==> src/wdt_params.svh <==
// Timing counts, register indices, field positions and reset values of the watchdog.
`ifndef WDT_PARAMS_SVH
`define WDT_PARAMS_SVH

// ****************************************************************
// Register map
// ****************************************************************
`define WDT_IDX_CTRL 4'h0
`define WDT_IDX_STATUS 4'h1
`define WDT_IDX_GUARD 4'h2
`define WDT_GUARD_KEY 8'h5A
`define WDT_GUARD_CYCLES 4'h4

// ****************************************************************
// Fields
// ****************************************************************
`define WDT_PERIOD_LSB 0
`define WDT_WINDOW_LSB 4
`define WDT_FIELD_W 4
`define WDT_LOCK_BIT 7
`define WDT_BUSY_BIT 0
`define WDT_CTRL_RESET 8'h00
`define WDT_CODE_MAX 4'hB
`define WDT_CODE_OFF 4'h0

// ****************************************************************
// Timing
// ****************************************************************
`define WDT_BASE_CYCLES 14'h0008
`define WDT_CNT_W 14
`define WDT_SYNC_TICKS 2'h2

`endif

==> src/wdt_pkg.sv <==
// Types shared by the watchdog modules.
package wdt_pkg;
    typedef enum logic [2:0] {
        ST_OFF,
        ST_NORMAL,
        ST_CLOSED,
        ST_OPEN
    } wdt_state_t;
    typedef logic [7:0] cfg_byte_t;
endpackage : wdt_pkg

==> src/sync_link_if.sv <==
// Signals between the watchdog core and its oscillator-domain synchroniser.
`timescale 1ns/1ps
interface sync_link_if;
    logic tick;
    logic cfg_wr;
    logic cfg_boot;
    logic [7:0] cfg_data;
    logic [7:0] cfg_eff;
    logic cfg_busy;
    logic clr_req;
    logic clr_busy;
    logic clr_done;
    modport core (output tick, output cfg_wr, output cfg_boot, output cfg_data,
        output clr_req, input cfg_eff, input cfg_busy, input clr_busy, input clr_done);
    modport sync_side (input tick, input cfg_wr, input cfg_boot, input cfg_data,
        input clr_req, output cfg_eff, output cfg_busy, output clr_busy, output clr_done);
endinterface : sync_link_if

==> src/cfg_sync.sv <==
// Passes configuration writes and clear requests across on oscillator ticks.
`timescale 1ns/1ps
`include "wdt_params.svh"
module cfg_sync
    import wdt_pkg::*;
(
    input wire logic pclk,
    input wire logic presetn,
    sync_link_if.sync_side link
);
    cfg_byte_t pend;
    logic [1:0] cfg_cnt;
    logic [1:0] clr_cnt;
    wire cfg_last = cfg_cnt == `WDT_SYNC_TICKS - 2'h1;
    wire clr_last = clr_cnt == `WDT_SYNC_TICKS - 2'h1;

    // ****************************************************************
    // Configuration crossing
    // ****************************************************************
    always_ff @(posedge pclk or negedge presetn) begin
        if (!presetn) begin
            pend <= `WDT_CTRL_RESET;
            link.cfg_eff <= `WDT_CTRL_RESET;
            link.cfg_busy <= 1'b0;
            cfg_cnt <= 2'h0;
        end else if (link.cfg_boot) begin
            link.cfg_eff <= link.cfg_data;
        end else if (link.cfg_wr && !link.cfg_busy) begin
            pend <= link.cfg_data;
            link.cfg_busy <= 1'b1;
            cfg_cnt <= 2'h0;
        end else if (link.cfg_busy && link.tick) begin
            cfg_cnt <= cfg_cnt + 2'h1;
            if (cfg_last) begin
                link.cfg_eff <= pend;
                link.cfg_busy <= 1'b0;
            end
        end
    end

    // ****************************************************************
    // Clear crossing
    // ****************************************************************
    always_ff @(posedge pclk or negedge presetn) begin
        if (!presetn) begin
            link.clr_busy <= 1'b0;
            link.clr_done <= 1'b0;
            clr_cnt <= 2'h0;
        end else begin
            link.clr_done <= link.clr_busy && link.tick && clr_last;
            if (link.clr_req && !link.clr_busy) begin
                link.clr_busy <= 1'b1;
                clr_cnt <= 2'h0;
            end else if (link.clr_busy && link.tick) begin
                clr_cnt <= clr_cnt + 2'h1;
                if (clr_last) begin
                    link.clr_busy <= 1'b0;
                end
            end
        end
    end
endmodule : cfg_sync

==> src/wdt_top.sv <==
// Windowed watchdog timer with APB registers, guard unlock and lock bit.
// ****************************************************************
// ****************************************************************
//
// Design decisions made here: the register addresses and the APB interface to the registers.
`timescale 1ns/1ps
`include "wdt_params.svh"
module wdt_top
    import wdt_pkg::*;
#(
    parameter int ADDR_W = 12
)
(
    input wire logic pclk,
    input wire logic presetn,
    input wire logic psel,
    input wire logic penable,
    input wire logic pwrite,
    input wire logic [ADDR_W-1:0] paddr,
    input wire logic [31:0] pwdata,
    output logic [31:0] prdata,
    output logic pready,
    output logic pslverr,
    input wire logic watchdog_osc_clock,
    input wire logic watchdog_clear_instr,
    input wire logic [7:0] boot_config_fuse,
    input wire logic debug_halt,
    input wire logic debug_mode,
    input wire logic reset_ack,
    output logic reset_req
);
    // ****************************************************************
    // Code decoding
    // ****************************************************************
    function automatic logic [`WDT_CNT_W-1:0] code_limit(input logic [3:0] code);
        if (code == `WDT_CODE_OFF || code > `WDT_CODE_MAX) begin
            code_limit = '0;
        end else begin
            code_limit = `WDT_BASE_CYCLES << (code - 4'h1);
        end
    endfunction : code_limit

    sync_link_if link ();
    cfg_sync u_sync (
        .pclk(pclk),
        .presetn(presetn),
        .link(link)
    );

    wdt_state_t state;
    wdt_state_t next_state;
    logic [`WDT_CNT_W-1:0] cnt;
    logic [`WDT_CNT_W-1:0] next_cnt;
    logic osc_q;
    logic lock;
    logic booted;
    logic [3:0] guard_cnt;
    logic halt_q;

    // ****************************************************************
    // Bus decode
    // ****************************************************************
    wire [ADDR_W-3:0] idx = paddr[ADDR_W-1:2];
    wire access = psel && penable && !pready;
    wire acc_wr = access && pwrite;
    wire hit_ctrl = idx == (ADDR_W-2)'(`WDT_IDX_CTRL);
    wire hit_status = idx == (ADDR_W-2)'(`WDT_IDX_STATUS);
    wire hit_guard = idx == (ADDR_W-2)'(`WDT_IDX_GUARD);
    wire mapped = (hit_ctrl || hit_status || hit_guard) && paddr[1:0] == 2'h0;
    wire guarded = guard_cnt != 4'h0;
    wire guard_key = acc_wr && hit_guard && pwdata[7:0] == `WDT_GUARD_KEY;
    wire ctrl_ok = acc_wr && hit_ctrl && guarded && !lock && !link.cfg_busy;
    wire status_wr = acc_wr && hit_status && guarded;
    wire lock_set = status_wr && pwdata[`WDT_LOCK_BIT];
    wire lock_clr = status_wr && !pwdata[`WDT_LOCK_BIT] && debug_mode;
    wire [7:0] status_val = {lock, 6'h00, link.cfg_busy};
    wire [7:0] read_val = hit_ctrl ? link.cfg_eff : hit_status ? status_val : 8'h00;

    assign link.cfg_wr = ctrl_ok;
    assign link.cfg_data = booted ? pwdata[7:0] : boot_config_fuse;
    assign link.cfg_boot = !booted;
    assign link.tick = watchdog_osc_clock && !osc_q;
    assign link.clr_req = watchdog_clear_instr;

    // ****************************************************************
    // Register file
    // ****************************************************************
    always_ff @(posedge pclk or negedge presetn) begin
        if (!presetn) begin
            pready <= 1'b0;
            pslverr <= 1'b0;
            prdata <= 32'h0000_0000;
        end else begin
            pready <= access;
            pslverr <= access && !mapped;
            prdata <= (access && !pwrite && mapped) ? {24'h00_0000, read_val} : 32'h0000_0000;
        end
    end

    always_ff @(posedge pclk or negedge presetn) begin
        if (!presetn) begin
            guard_cnt <= 4'h0;
        end else if (guard_key) begin
            guard_cnt <= `WDT_GUARD_CYCLES;
        end else if (ctrl_ok || status_wr) begin
            guard_cnt <= 4'h0;
        end else if (guarded) begin
            guard_cnt <= guard_cnt - 4'h1;
        end
    end

    always_ff @(posedge pclk or negedge presetn) begin
        if (!presetn) begin
            booted <= 1'b0;
            lock <= 1'b0;
        end else begin
            booted <= 1'b1;
            if (!booted) begin
                lock <= code_limit(boot_config_fuse[3:0]) != '0;
            end else if (lock_set) begin
                lock <= 1'b1;
            end else if (lock_clr) begin
                lock <= 1'b0;
            end
        end
    end

    // ****************************************************************
    // Counter
    // ****************************************************************
    wire [`WDT_CNT_W-1:0] per_lim = code_limit(link.cfg_eff[`WDT_PERIOD_LSB +: `WDT_FIELD_W]);
    wire [`WDT_CNT_W-1:0] win_lim = code_limit(link.cfg_eff[`WDT_WINDOW_LSB +: `WDT_FIELD_W]);
    wire enabled = per_lim != '0;
    wire win_mode = win_lim != '0;
    wire cnt_end = cnt + `WDT_CNT_W'(1) >= (state == ST_CLOSED ? win_lim : per_lim);
    wire clr_hit = link.clr_done && !debug_halt;
    wire clr_fault = clr_hit && state == ST_CLOSED;
    wire time_fault = link.tick && !debug_halt && cnt_end &&
        (state == ST_NORMAL || state == ST_OPEN);
    wire fault = enabled && (clr_fault || time_fault);

    always_comb begin
        next_state = state;
        next_cnt = cnt;
        if (!enabled) begin
            next_state = ST_OFF;
            next_cnt = '0;
        end else if (debug_halt) begin
            next_state = ST_NORMAL;
            next_cnt = '0;
        end else if (state == ST_OFF) begin
            next_state = ST_NORMAL;
            next_cnt = '0;
        end else if (clr_hit) begin
            next_state = win_mode ? ST_CLOSED : ST_NORMAL;
            next_cnt = '0;
        end else if (link.tick) begin
            next_cnt = cnt + `WDT_CNT_W'(1);
            if (cnt_end) begin
                next_cnt = '0;
                next_state = state == ST_CLOSED ? ST_OPEN : state;
            end
        end
    end

    always_ff @(posedge pclk or negedge presetn) begin
        if (!presetn) begin
            state <= ST_OFF;
            cnt <= '0;
            osc_q <= 1'b0;
            halt_q <= 1'b0;
            reset_req <= 1'b0;
        end else begin
            state <= next_state;
            cnt <= next_cnt;
            osc_q <= watchdog_osc_clock;
            halt_q <= debug_halt;
            reset_req <= fault || (reset_req && !reset_ack);
        end
    end
endmodule : wdt_top

==> config.mk <==
export PLATFORM = sky130hd
export DESIGN_NAME = wdt_top
export DESIGN_NICKNAME = d
export VERILOG_FILES = /design/src/wdt_pkg.sv /design/src/sync_link_if.sv /design/src/cfg_sync.sv /design/src/wdt_top.sv
export VERILOG_INCLUDE_DIRS = /design/src
export SDC_FILE = /design/constraint.sdc
export NUM_CORES = 1
export LEC_CHECK = 0
export ABC_CLOCK_PERIOD_IN_PS = 3800
export BUFFER_PORTS_ARGS = -buffer_cell sky130_fd_sc_hd__clkbuf_2
export CAP_MARGIN = 20
export CORE_MARGIN = 2
export CORE_UTILIZATION = 53
export DETAILED_ROUTE_END_ITERATION = 8
export PLACE_DENSITY_LB_ADDON = 0.2
export SYNTH_ARGS = -nofsm -noshare
export SYNTH_HDL_FRONTEND = slang
export SYNTH_SLANG_ARGS = --single-unit
==> constraint.sdc <==
create_clock -name pclk -period 3.8 [get_ports pclk]
set_input_delay 0.19 -clock pclk [delete_from_list [all_inputs] [get_ports pclk]]
set_output_delay 0.19 -clock pclk [all_outputs]
set_load 0.02 [all_outputs]
Word level (Yosys, flattened, before mapping)
Cells that the tools add are included.

Register bits after elaboration: 58. Bits of input ports: 62. Output and inout port bits: 35. Logic and storage cells: 160.

Add/sub/neg operators: 7. $lt $le $gt $ge: 4. Equality and inequality tests: 15. Shifts and indexed selects: 3. Multiplexer cells: 43. Reductions and logical operators: 71.

Operators by type and width (number): two-way mux 14 bit (11); two-way mux 8 bit (8); nonzero test 14 bit (3); << shifter 4 x 4 -> 14 bit (first input constant) (3); logical AND 1 bit (31); two-way mux 3 bit (7); subtractor 4 x 1 -> 4 bit (second input constant) (4); adder 14 x 1 -> 14 bit (second input constant) (1); greater-or-equal comparator 14 bit (1); > comparator 4 bit (second input constant) (3); zero test 4 bit (3); two-way mux 4 bit (3); equality test 10 x 1 -> 1 bit (second input constant) (1); equality test 10 x 2 -> 1 bit (second input constant) (1); zero test 1 bit (10); zero test 10 bit (1); two-way mux 2 bit (5); != test 5 x 2 -> 1 bit (second input constant) (2); logical OR 1 bit (9); two-way mux 1 bit (9); AND reduction 3 bit (3); equality test 8 x 7 -> 1 bit (second input constant) (1); nonzero test 2 bit (4); equality test 3 x 2 -> 1 bit (second input constant) (2); other kinds (12) (17).

Logic depth before layout (Yosys ltp)
Gate-level depths: netlist of the first run.

Depth in word-level cells: 11. Mapped depth: 12. Gate-level depth less buffers: 11.

Hierarchy
A second synthesis of the first run with hierarchy kept.

Cell total of the unflattened synthesis: 355. Area, all modules: 3504.6 um^2.

Modules (own cells, without submodules): wdt_top (instances 1, cells each 274, area each 2499.9 um^2, sequential area each 850.8 um^2); cfg_sync (instances 1, cells each 81, area each 1004.7 um^2, sequential area each 575.6 um^2).

Worst setup path before layout of the first run
Ideal clock, no wire load.

Kind: register -> register. Start point: reg cnt[0]. End point: reg cnt[3]. Library setup time: 68 ps. Arrival: 2795 ps. Data required time: 3732 ps. Slack: 937 ps. Cell stages (with the launch flop): 13. Path buffers: 1. Period minus slack after synthesis: 2863 ps. Cells stage by stage: dfrtp_1 > ha_1 > inv_1 > nor3_1 > nand3_1 > xnor2_1 > ha_1 > nand4_1 > o221ai_1 > a211oi_1 > and2_1 > buf_6 > a32o_1.

Longest elaborated chain between the ends: 8.

RTL lines: from (decl) (line wdt_top.sv:52) `` logic [`WDT_CNT_W-1:0] cnt; ``; from (signal assigned) (line wdt_top.sv:175) `cnt <= next_cnt;`; adder 14 x 1 -> 14 bit * (line wdt_top.sv:135, wdt_top.sv:158); greater-or-equal comparator 14 bit (line wdt_top.sv:135) `` wire cnt_end = cnt + `WDT_CNT_W'(1) >= (state == ST_CLOSED ? win_lim : per_lim); ``; two-way mux 14 bit * (line wdt_top.sv:159) `if (cnt_end) begin`; two-way mux 14 bit * (line wdt_top.sv:157) `end else if (link.tick) begin`; two-way mux 14 bit * (line wdt_top.sv:154) `end else if (clr_hit) begin`; two-way mux 14 bit * (line wdt_top.sv:151) `end else if (state == ST_OFF) begin`; two-way mux 14 bit * (line wdt_top.sv:148) `end else if (debug_halt) begin`; two-way mux 14 bit * (line wdt_top.sv:145) `if (!enabled) begin`.

Every way passes the cells marked *; elsewhere a longest branch is shown, timed or not. The select of a mux whose other input is x is not followed. A chain may end at the register's enable or synchronous reset.

Final worst setup path of the first run
Start point: reg cnt[2]. End point: reg cnt[12].

Same word-level chain as after synthesis.

==> results.json, run 1 <==
{
  "postCtsResizedCells": 0,
  "grtUsageTotal_pct": 20.7,
  "vias": 2573,
  "synth_largest_area_cell": "dfrtp_1",
  "regArea_um2": 1430,
  "routabilityCongestion": 0.784,
  "synth_commonest_cells": "dfrtp_1, nor2_1, buf_4",
  "routedWlPerCell_um": 14.8,
  "syn_avg_cell_area_um2": 10.4,
  "fin_crit_ns": 3.31,
  "place_ws_ns": 0.579,
  "relSlewSlack_pct": 46.7,
  "ant_nets": 0,
  "crit_fanout": 11,
  "drive_above_1_share_pct": 22.3,
  "setup_ws_ns": 0.492,
  "ys.flop_type": "dfrtp_1",
  "grt_overflow": 0,
  "root_buffer": "clkbuf_8",
  "path_class": "reg -> reg",
  "holdWs_ns": -0.0226,
  "ys_seq_area_share_pct": 41.7,
  "reg2regPathDepth": 11,
  "ctsHtreeMaxLevel": 3,
  "drcViolationCount": 0,
  "synth.most_common_cell": "dfrtp_1",
  "powerDensity_nw_per_um2": 409,
  "area_delta_synth_final_pct": 11.6,
  "tightest_slew_ns": 0.794,
  "die_w_um": 84.3,
  "dieArea_um2": 7110,
  "synth_top_area_share_pct": 41.7,
  "drv_cap": 0,
  "cts.sinks": 57,
  "worstSetupStartpointType": "flip-flop",
  "die_y_um": 84.3,
  "cp-end-kind": "flip-flop",
  "ir_drop_v": 0.000280,
  "grt_max_degree": 58,
  "violations": "negative hold slack",
  "first_iter_violations": 169,
  "min_path_type": "in -> async",
  "worstPathRequired_ns": 4.06,
  "dpl.cell_count": 446,
  "yosys-top-cells-area": "dfrtp_1, ha_1, buf_4",
  "ys_ff_latch": 57,
  "core_um2": 6280,
  "finalSetupViolations": 0,
  "fmax_ghz": 0.302,
  "via_per_inst": 5.56,
  "fin_setup_tns_ns": 0,
  "hold_viol": 23,
  "path_clk_slew_ns": 0.06,
  "place.port_buffers": 48,
  "p_leak_nw": 1.83,
  "netlist_instances": 330,
  "slew_violations": 0,
  "floorplan.initialDensity_pct": 54.4,
  "drtPass1Iterations": 5,
  "clockBufferDepth": 2,
  "antenna_found_initial": 0,
  "cts_tree": "done",
  "rsz0062_at_grt": "false",
  "clock_skew_ns": 0.0108,
  "yosysWarningCount": 0,
  "synth_edf_count": 0,
  "arrival_ns": 3.57,
  "wirelength_mm": 6.84,
  "clk_latency_ns": 0.34,
  "nFillCells": 558,
  "ys_types": 56,
  "cts_buffers": 9,
  "period_share_pct": 87.1,
  "netlist_area_um2": 3420,
  "hpwlAfterDp_mm": 4.98,
  "multi_input_comb_area_um2": 1780,
  "antenna_cells": 0,
  "rows": 29,
  "ys_async_sr_fraction_pct": 100,
  "boundaryPins": 97,
  "outcome": "complete, but fails checks",
  "finalNonFillerCells": 463,
  "grt_pass1_wl_mm": 11.7,
  "grt_pass1_vias": 2467,
  "nets": 459
}
## per-stage QoR
step / hold WS (ns) / utilization [%] / instance area, µm² / power, W
global placement: 0.310 / 57.6 / 3610 / 0.00101
CTS: 0.00132 / 60.8 / 3810 / 0.00158
finish: -0.0226 / 60.8 / 3810 / 0.00156
global route: 0.0466 / 60.8 / 3810 / 0.00165
detailed placement: 0.314 / 57.6 / 3610 / 0.00102
floorplan: -0.106 / - / 3500 / 0.000947
## worst max-delay path, stage by stage (launching register included)
cell	delay [ns]
dfrtp_1	0.40
nand3_1	0.18
nor4_2	0.45
and3_1	0.25
xor2_1	0.21
ha_1	0.29
a21oi_1	0.18
o221ai_1	0.16
a211oi_1	0.25
buf_4	0.19
and2_1	0.42
a32o_1	0.23
## area by class of cell
class | instances | area share, %
Clock buffer | 13 | 3.90
Clock inverter | 3 | 1.05
Inverter | 13 | 1.28
Multi-Input combinational cell | 248 | 46.7
Sequential cell | 57 | 37.4
Tap cell | 77 | 2.53
Timing Repair Buffer | 52 | 7.15
## flip-flops by register name (all words and copies together), names as in the netlist
register	count
lock	1
guard_cnt	4
osc_q	1
prdata	8
u_sync.link.clr_busy	1
u_sync.clr_cnt	2
state	2
u_sync.pend	8
reset_req	1
u_sync.link.clr_done	1
u_sync.link.cfg_busy	1
pslverr	1
cnt	14
u_sync.link.cfg_eff	8
u_sync.cfg_cnt	2
booted	1
pready	1
## routing by layer
metal / vias to the layer above / global-route usage [%] / share of wire [%]
met5: - / 0 / 0
met3: 10 / 5.01 / 4.6
met2: 59 / 31.8 / 47
met4: 0 / 8.65 / 1.8
li1: 1261 / - / -
met1: 1243 / 28.2 / 47
## final timing paths
kind,to,slack [ns],from
hold / removal,u_sync.pend[4],-0.02,presetn
min in group pclk,reset_req,0.04,reset_ack
setup reg to reg,cnt[12],0.49,cnt[2]
setup / recovery,cnt[12],0.49,cnt[2]
hold reg to reg,cnt[13],0.51,cnt[13]
max in group asynchronous,prdata[2],3.32,presetn
## cells in the final DEF, fill, tap and decap left out, types with 7 or more instances in the layout
cell,n
a32o_1,11
mux2i_1,11
xnor2_1,8
nor2_1,26
dfrtp_1,57
nor3_1,7
clkbuf_8,10
and2_1,8
clkbuf_2,48
a22oi_1,9
a21oi_1,19
mux2_4,7
ha_1,16
nand3_1,14
inv_1,13
nor2b_1,7
nand2_1,13
conb_1,25
## cell families (layout without fill, tap and decap cells)
kind of cell,Yosys count,count (layout),synth area share (%)
AO/OA/AOI/OAI,66,66,14.1
XOR/XNOR,12,12,3.08
adder cells (fa/ha/maj),16,16,5.86
buffers and inverters,48,81,8.68
flip-flops,57,57,41.7
multiplexers,19,19,6.63
other,2,25,0.220
AND/OR/NAND/NOR,110,110,19.7
## timing repair
item	4_1_cts	5_1_grt
hold endpoints to repair	1	0
hold buffers	1	0
buffers inserted	0	0
## power by group
part | total, W | internal (W) | leakage (nW) | switching, W
Sequential | 0.000715 | 0.000658 | 0.746 | 0.0000566
Clock | 0.000550 | 0.000319 | 0.0974 | 0.000231
Combinational | 0.000296 | 0.000122 | 0.985 | 0.000174
No activity file was read; power rests on OpenSTA's default activity.
==> run 2: changes to the inputs <==
CORE_UTILIZATION = 40   (was 53)
==> results.json, run 2 (same netlist as run 1, synthesis figures left out) <==
{
  "first_iter_violations": 161,
  "ant_nets": 0,
  "cts_buffers": 9,
  "grt_pass1_wl_mm": 11.3,
  "tightest_slew_ns": 0.881,
  "ctsHtreeMaxLevel": 3,
  "path_buf_inv": 1,
  "path_clk_slew_ns": 0.06,
  "die_y_um": 96.4,
  "largest_register": "cnt",
  "routedWlPerCell_um": 13.7,
  "grt_pass1_vias": 2406,
  "vias": 2549,
  "cpMaxStageDelayCell": "and2_1",
  "die_w_um": 96.4,
  "boundaryPins": 97,
  "drive_above_1_share_pct": 22.8,
  "cpPeakStageDelay_ns": 0.49,
  "crit_path_frequent_cell": "ha_1",
  "powerDensity_nw_per_um2": 390,
  "worstSetupStartpointType": "flip-flop",
  "postCtsResizedCells": 0,
  "slew_violations": 0,
  "relSlewSlack_pct": 41.2,
  "path_delay_family": "simple AND/OR/NAND/NOR gates",
  "nets": 460,
  "area_delta_synth_final_pct": 12.4,
  "dieArea_um2": 9300,
  "crit_fanout": 11,
  "cp_cell_sequence": "ha_1, inv_1, nor3_1, nand3_1, xnor2_1, ha_1, nand4_1, o221ai_1, a211oi_1, and2_1, a32o_1",
  "drcViolationCount": 0,
  "via_per_inst": 5.19,
  "grt_overflow": 0,
  "finalSetupViolations": 0,
  "rows": 33,
  "hpwlAfterDp_mm": 5.10,
  "cp-end-kind": "flip-flop",
  "hold_viol": 0,
  "grtUsageTotal_pct": 16.1,
  "layout_common_cells": "dfrtp_1, clkbuf_2, nor2_1",
  "cts_tree": "done",
  "ir_drop_v": 0.000284,
  "clockBufferDepth": 2,
  "cts.sinks": 57,
  "arrival_ns": 3.49,
  "root_buffer": "clkbuf_8",
  "total_power_w": 0.00150,
  "fmax_ghz": 0.310,
  "clock_skew_ns": 0.00901,
  "final_common_cell": "dfrtp_1",
  "place.port_buffers": 48,
  "drtPass1Iterations": 4,
  "antenna_found_initial": 0,
  "clk_latency_ns": 0.33,
  "drv_cap": 0,
  "fin_crit_ns": 3.23,
  "routabilityCongestion": 0.774,
  "path_class": "reg -> reg",
  "floorplan.initialDensity_pct": 41.4,
  "worstPathRequired_ns": 4.07,
  "outcome": "complete, no violations",
  "p_leak_nw": 1.82,
  "min_path_type": "in -> reg",
  "period_share_pct": 84.9,
  "largest_reg_flops": 14,
  "rsz0062_at_grt": "false",
  "core_um2": 8260,
  "grt_max_degree": 37,
  "fin_setup_tns_ns": 0,
  "antenna_cells": 0,
  "rrSetupSlack_ns": 0.57,
  "wirelength_mm": 6.73
}
==> run 2: cell types whose count changed in the layout (fill, tap and decap cells not counted) <==
cell           previous run  this run
clkbuf_1                  3         0
clkinvlp_4                0         3
bufinv_16                 1         0
dlygate4sd3_1             1         2
==> run 2: through the flow <==
stage	hold slack, ns	instances	instance area, µm²	util (%)	setup slack, ns
final	0.0449	491	3840	46.5	0.573
after CTS	0.0289	491	3840	46.5	0.571
after global placement	0.314	474	3650	44.2	0.619
after floorplan	-0.106	353	3500	-	0.937
after global routing	0.0448	491	3840	46.5	0.219
after detailed placement	0.315	474	3650	44.2	0.585
==> run 2: power breakdown <==
group	internal, W	total (W)	switching, W
Sequential	0.000658	0.000712	0.0000541
Clock	0.000248	0.000494	0.000246
Combinational	0.000123	0.000294	0.000171
Total	0.00103	0.00150	0.000471
==> run 2: metal layers <==
metal | global-route usage (%) | wire length (µm) | vias to the layer above
li1 | - | - | 1261
met1 | 20.8 | 3150 | 1224
met2 | 26.1 | 3230 | 58
met3 | 4.58 | 274 | 6
met4 | 4.93 | 70 | 0
met5 | 0 | 0 | -
==> run 2: final timing paths <==
kind	startpoint	end	cells after the start
min in group asynchronous	presetn	pslverr	2
min reg2reg	u_sync.clr_cnt[1]	u_sync.clr_cnt[1]	2
max	cnt[1]	cnt[10]	11
max in group asynchronous	presetn	cnt[0]	3
max reg2reg	cnt[1]	cnt[10]	11
min	reset_ack	reset_req	2
==> run 2: final cells by class <==
| type | count | area, µm² |
|---|---|---|
| clock inverters | 5 | 32.5 |
| repair buffers | 53 | 283 |
| fillers | 783 | 4420 |
| clock buffers | 10 | 138 |
| multi-input cells | 248 | 1780 |
| inverters | 13 | 48.8 |
| flip-flops and latches | 57 | 1430 |
| well taps | 105 | 131 |
==> run 2: what timing repair did <==
action,in CTS,in global routing
setup buffers,0,0
hold endpoints to repair,9,0
hold buffers,2,0
setup endpoints to repair,0,0
==> run 3: changes to the inputs <==
ABC_AREA = 1   (was unset)
ABC_CLOCK_PERIOD_IN_PS = 3100   (was 3800)
clock period = 3.1 ns   (was 3.8 ns; I/O delays follow)
==> results.json, run 3 <==
{
  "synth_top_area_share_pct": 39.8,
  "wirelength_mm": 7.46,
  "finish.utilization_pct": 46.1,
  "relSlewSlack_pct": 59.8,
  "syn_avg_cell_area_um2": 7.65,
  "cp_cell_sequence": "ha_1, nand2_1, nor2_1, nand3_1, xor2_1, ha_1, nand2_1, nor2_1, nand2_1, nor2_1, nor2_1, nand2_1, inv_1, nand3_1, nand2_1",
  "cts_buffers": 9,
  "antenna_found_initial": 0,
  "ys_seq_area_share_pct": 39.8,
  "min_from": "pwdata[3]",
  "ctsHtreeMaxLevel": 3,
  "ys_types": 38,
  "tightest_slew_ns": 0.603,
  "layout_common_cells": "nand2_1, dfrtp_1, inv_1, nor2_1, clkbuf_2",
  "drcViolationCount": 0,
  "netlist_instances": 468,
  "fmax_ghz": 0.366,
  "root_buffer": "clkbuf_8",
  "path_class": "reg -> reg",
  "arrival_ns": 3.00,
  "path_clk_slew_ns": 0.08,
  "r2r_start": "cnt[1]",
  "vias": 3011,
  "first_iter_violations": 130,
  "ant_nets": 0,
  "synth_largest_area_cell": "dfrtp_1",
  "drv_cap": 0,
  "drive_above_1_share_pct": 16.1,
  "die_w_um": 98.6,
  "outcome": "complete, no violations",
  "antenna_cells": 0,
  "hpwlAfterDp_mm": 5.85,
  "cts_tree": "done",
  "cpPeakStageDelay_ns": 0.41,
  "p_leak_nw": 2.11,
  "routedWlPerCell_um": 11.7,
  "ys.flop_type": "dfrtp_1",
  "boundaryPins": 97,
  "ys_async_sr_fraction_pct": 100,
  "yosys-top-cells-area": "dfrtp_1, nand2_1, inv_1",
  "area_delta_synth_final_pct": 12.2,
  "path_buf_inv": 1,
  "rsz0062_at_grt": "false",
  "die_y_um": 98.6,
  "dieArea_um2": 9730,
  "grt_overflow": 0,
  "synth_commonest_cells": "nand2_1, dfrtp_1, inv_1, nor2_1, nand3_1",
  "final_common_cell": "nand2_1",
  "clock_skew_ns": 0.0136,
  "routabilityCongestion": 0.893,
  "largest_reg_flops": 14,
  "floorplan.initialDensity_pct": 41.1,
  "largest_register": "cnt",
  "postCtsSetupBuffers": 0,
  "grt_max_degree": 39,
  "cts.sinks": 57,
  "grtUsageTotal_pct": 16.4,
  "grt_pass1_vias": 2835,
  "postCtsResizedCells": 0,
  "nets": 600,
  "netlist_area_um2": 3580,
  "worstPathRequired_ns": 3.37,
  "core_um2": 8720,
  "synth_edf_count": 0,
  "cp-end-kind": "flip-flop",
  "fin_crit_ns": 2.73,
  "critPathLaunch": "cnt[1]",
  "period_share_pct": 88.0,
  "drtPass1Iterations": 5,
  "synth.most_common_cell": "nand2_1",
  "clk_latency_ns": 0.34,
  "via_per_inst": 4.74,
  "yosysWarningCount": 0,
  "path_delay_family": "simple AND/OR/NAND/NOR gates",
  "cpMaxStageDelayCell": "dfrtp_1",
  "worstSetupStartpointType": "flip-flop",
  "rows": 34,
  "crit_path_frequent_cell": "nand2_1",
  "crit_fanout": 14,
  "fin_setup_tns_ns": 0,
  "hold_viol": 0,
  "finalSetupViolations": 0,
  "clockBufferDepth": 2,
  "ys_ff_latch": 57,
  "powerDensity_nw_per_um2": 517,
  "grt_pass1_wl_mm": 12.9,
  "slew_violations": 0,
  "place.port_buffers": 48,
  "ir_drop_v": 0.000223,
  "min_path_type": "in -> reg"
}
## run 3: where the power goes
part           switching, W  leakage [nW]  internal (W)
Clock              0.000324        0.0822      0.000294
Combinational      0.000357          1.31      0.000183
Sequential        0.0000796         0.715      0.000838
## run 3: cell type report
class                      count  area (µm²)
multi-input combinational    341        1770
tap                          108         135
timing repair buffer          53         283
sequential                    57        1430
fill                         909        4700
clock inverter                 7        53.8
inverter                      60         226
clock buffer                   9         124
## run 3: logic make-up (layout without fill, tap and decap cells)
kind of cell               Yosys count  after routing  share of synthesized area [%]
AOI/OAI and AO/OA                   45             45                           7.93
xor gates and xnor gates            14             14                           3.42
adders and majority gates           16             16                           5.59
buffers and inverters               93            129                           13.2
DFF                                 57             57                           39.8
other                                2             25                          0.210
and+or+nand+nor                    241            241                           29.8
## run 3: layer usage
layer | global-route usage, % | part of all wire, %
met5 | 0 | 0
met4 | 4.74 | 0.59
met3 | 3.97 | 2.9
met2 | 27.4 | 51
met1 | 21.2 | 46
## run 3: timing repair
action	CTS	global route
endpoints found under the setup margin	0	0
hold endpoints to repair	20	0
hold buffers	2	0
## run 3: tightest hold or removal path, delay by kind of cell
kind                   cells  cell delay, ns
and+or+nand+nor            1            0.04
AOI/OAI and AO/OA          1            0.06
buffers and inverters      1            0.09
## run 3: final timing paths
check | cells after the start | slack, ns | end
setup / recovery | 15 | 0.37 | cnt[8]
hold / removal | 3 | 0.04 | u_sync.pend[3]
setup reg to reg | 15 | 0.37 | cnt[8]
hold reg to reg | 2 | 0.48 | u_sync.pend[1]
max in group asynchronous | 3 | 1.92 | guard_cnt[1]
min in group asynchronous | 2 | 0.31 | cnt[1]
## run 3: stage by stage
stage	instances	instance area (µm²)	hold WS, ns	total power (W)	setup slack (ns)
2_1_floorplan	491	3670	-0.141	0.00135	0.747
3_3_place_gp	617	3820	0.148	0.00145	0.396
3_5_place_dp	617	3820	0.161	0.00148	0.397
4_1_cts	635	4020	0.0191	0.00211	0.361
5_1_grt	635	4020	0.0378	0.00224	0.0282
6_report	635	4020	0.0393	0.00208	0.371
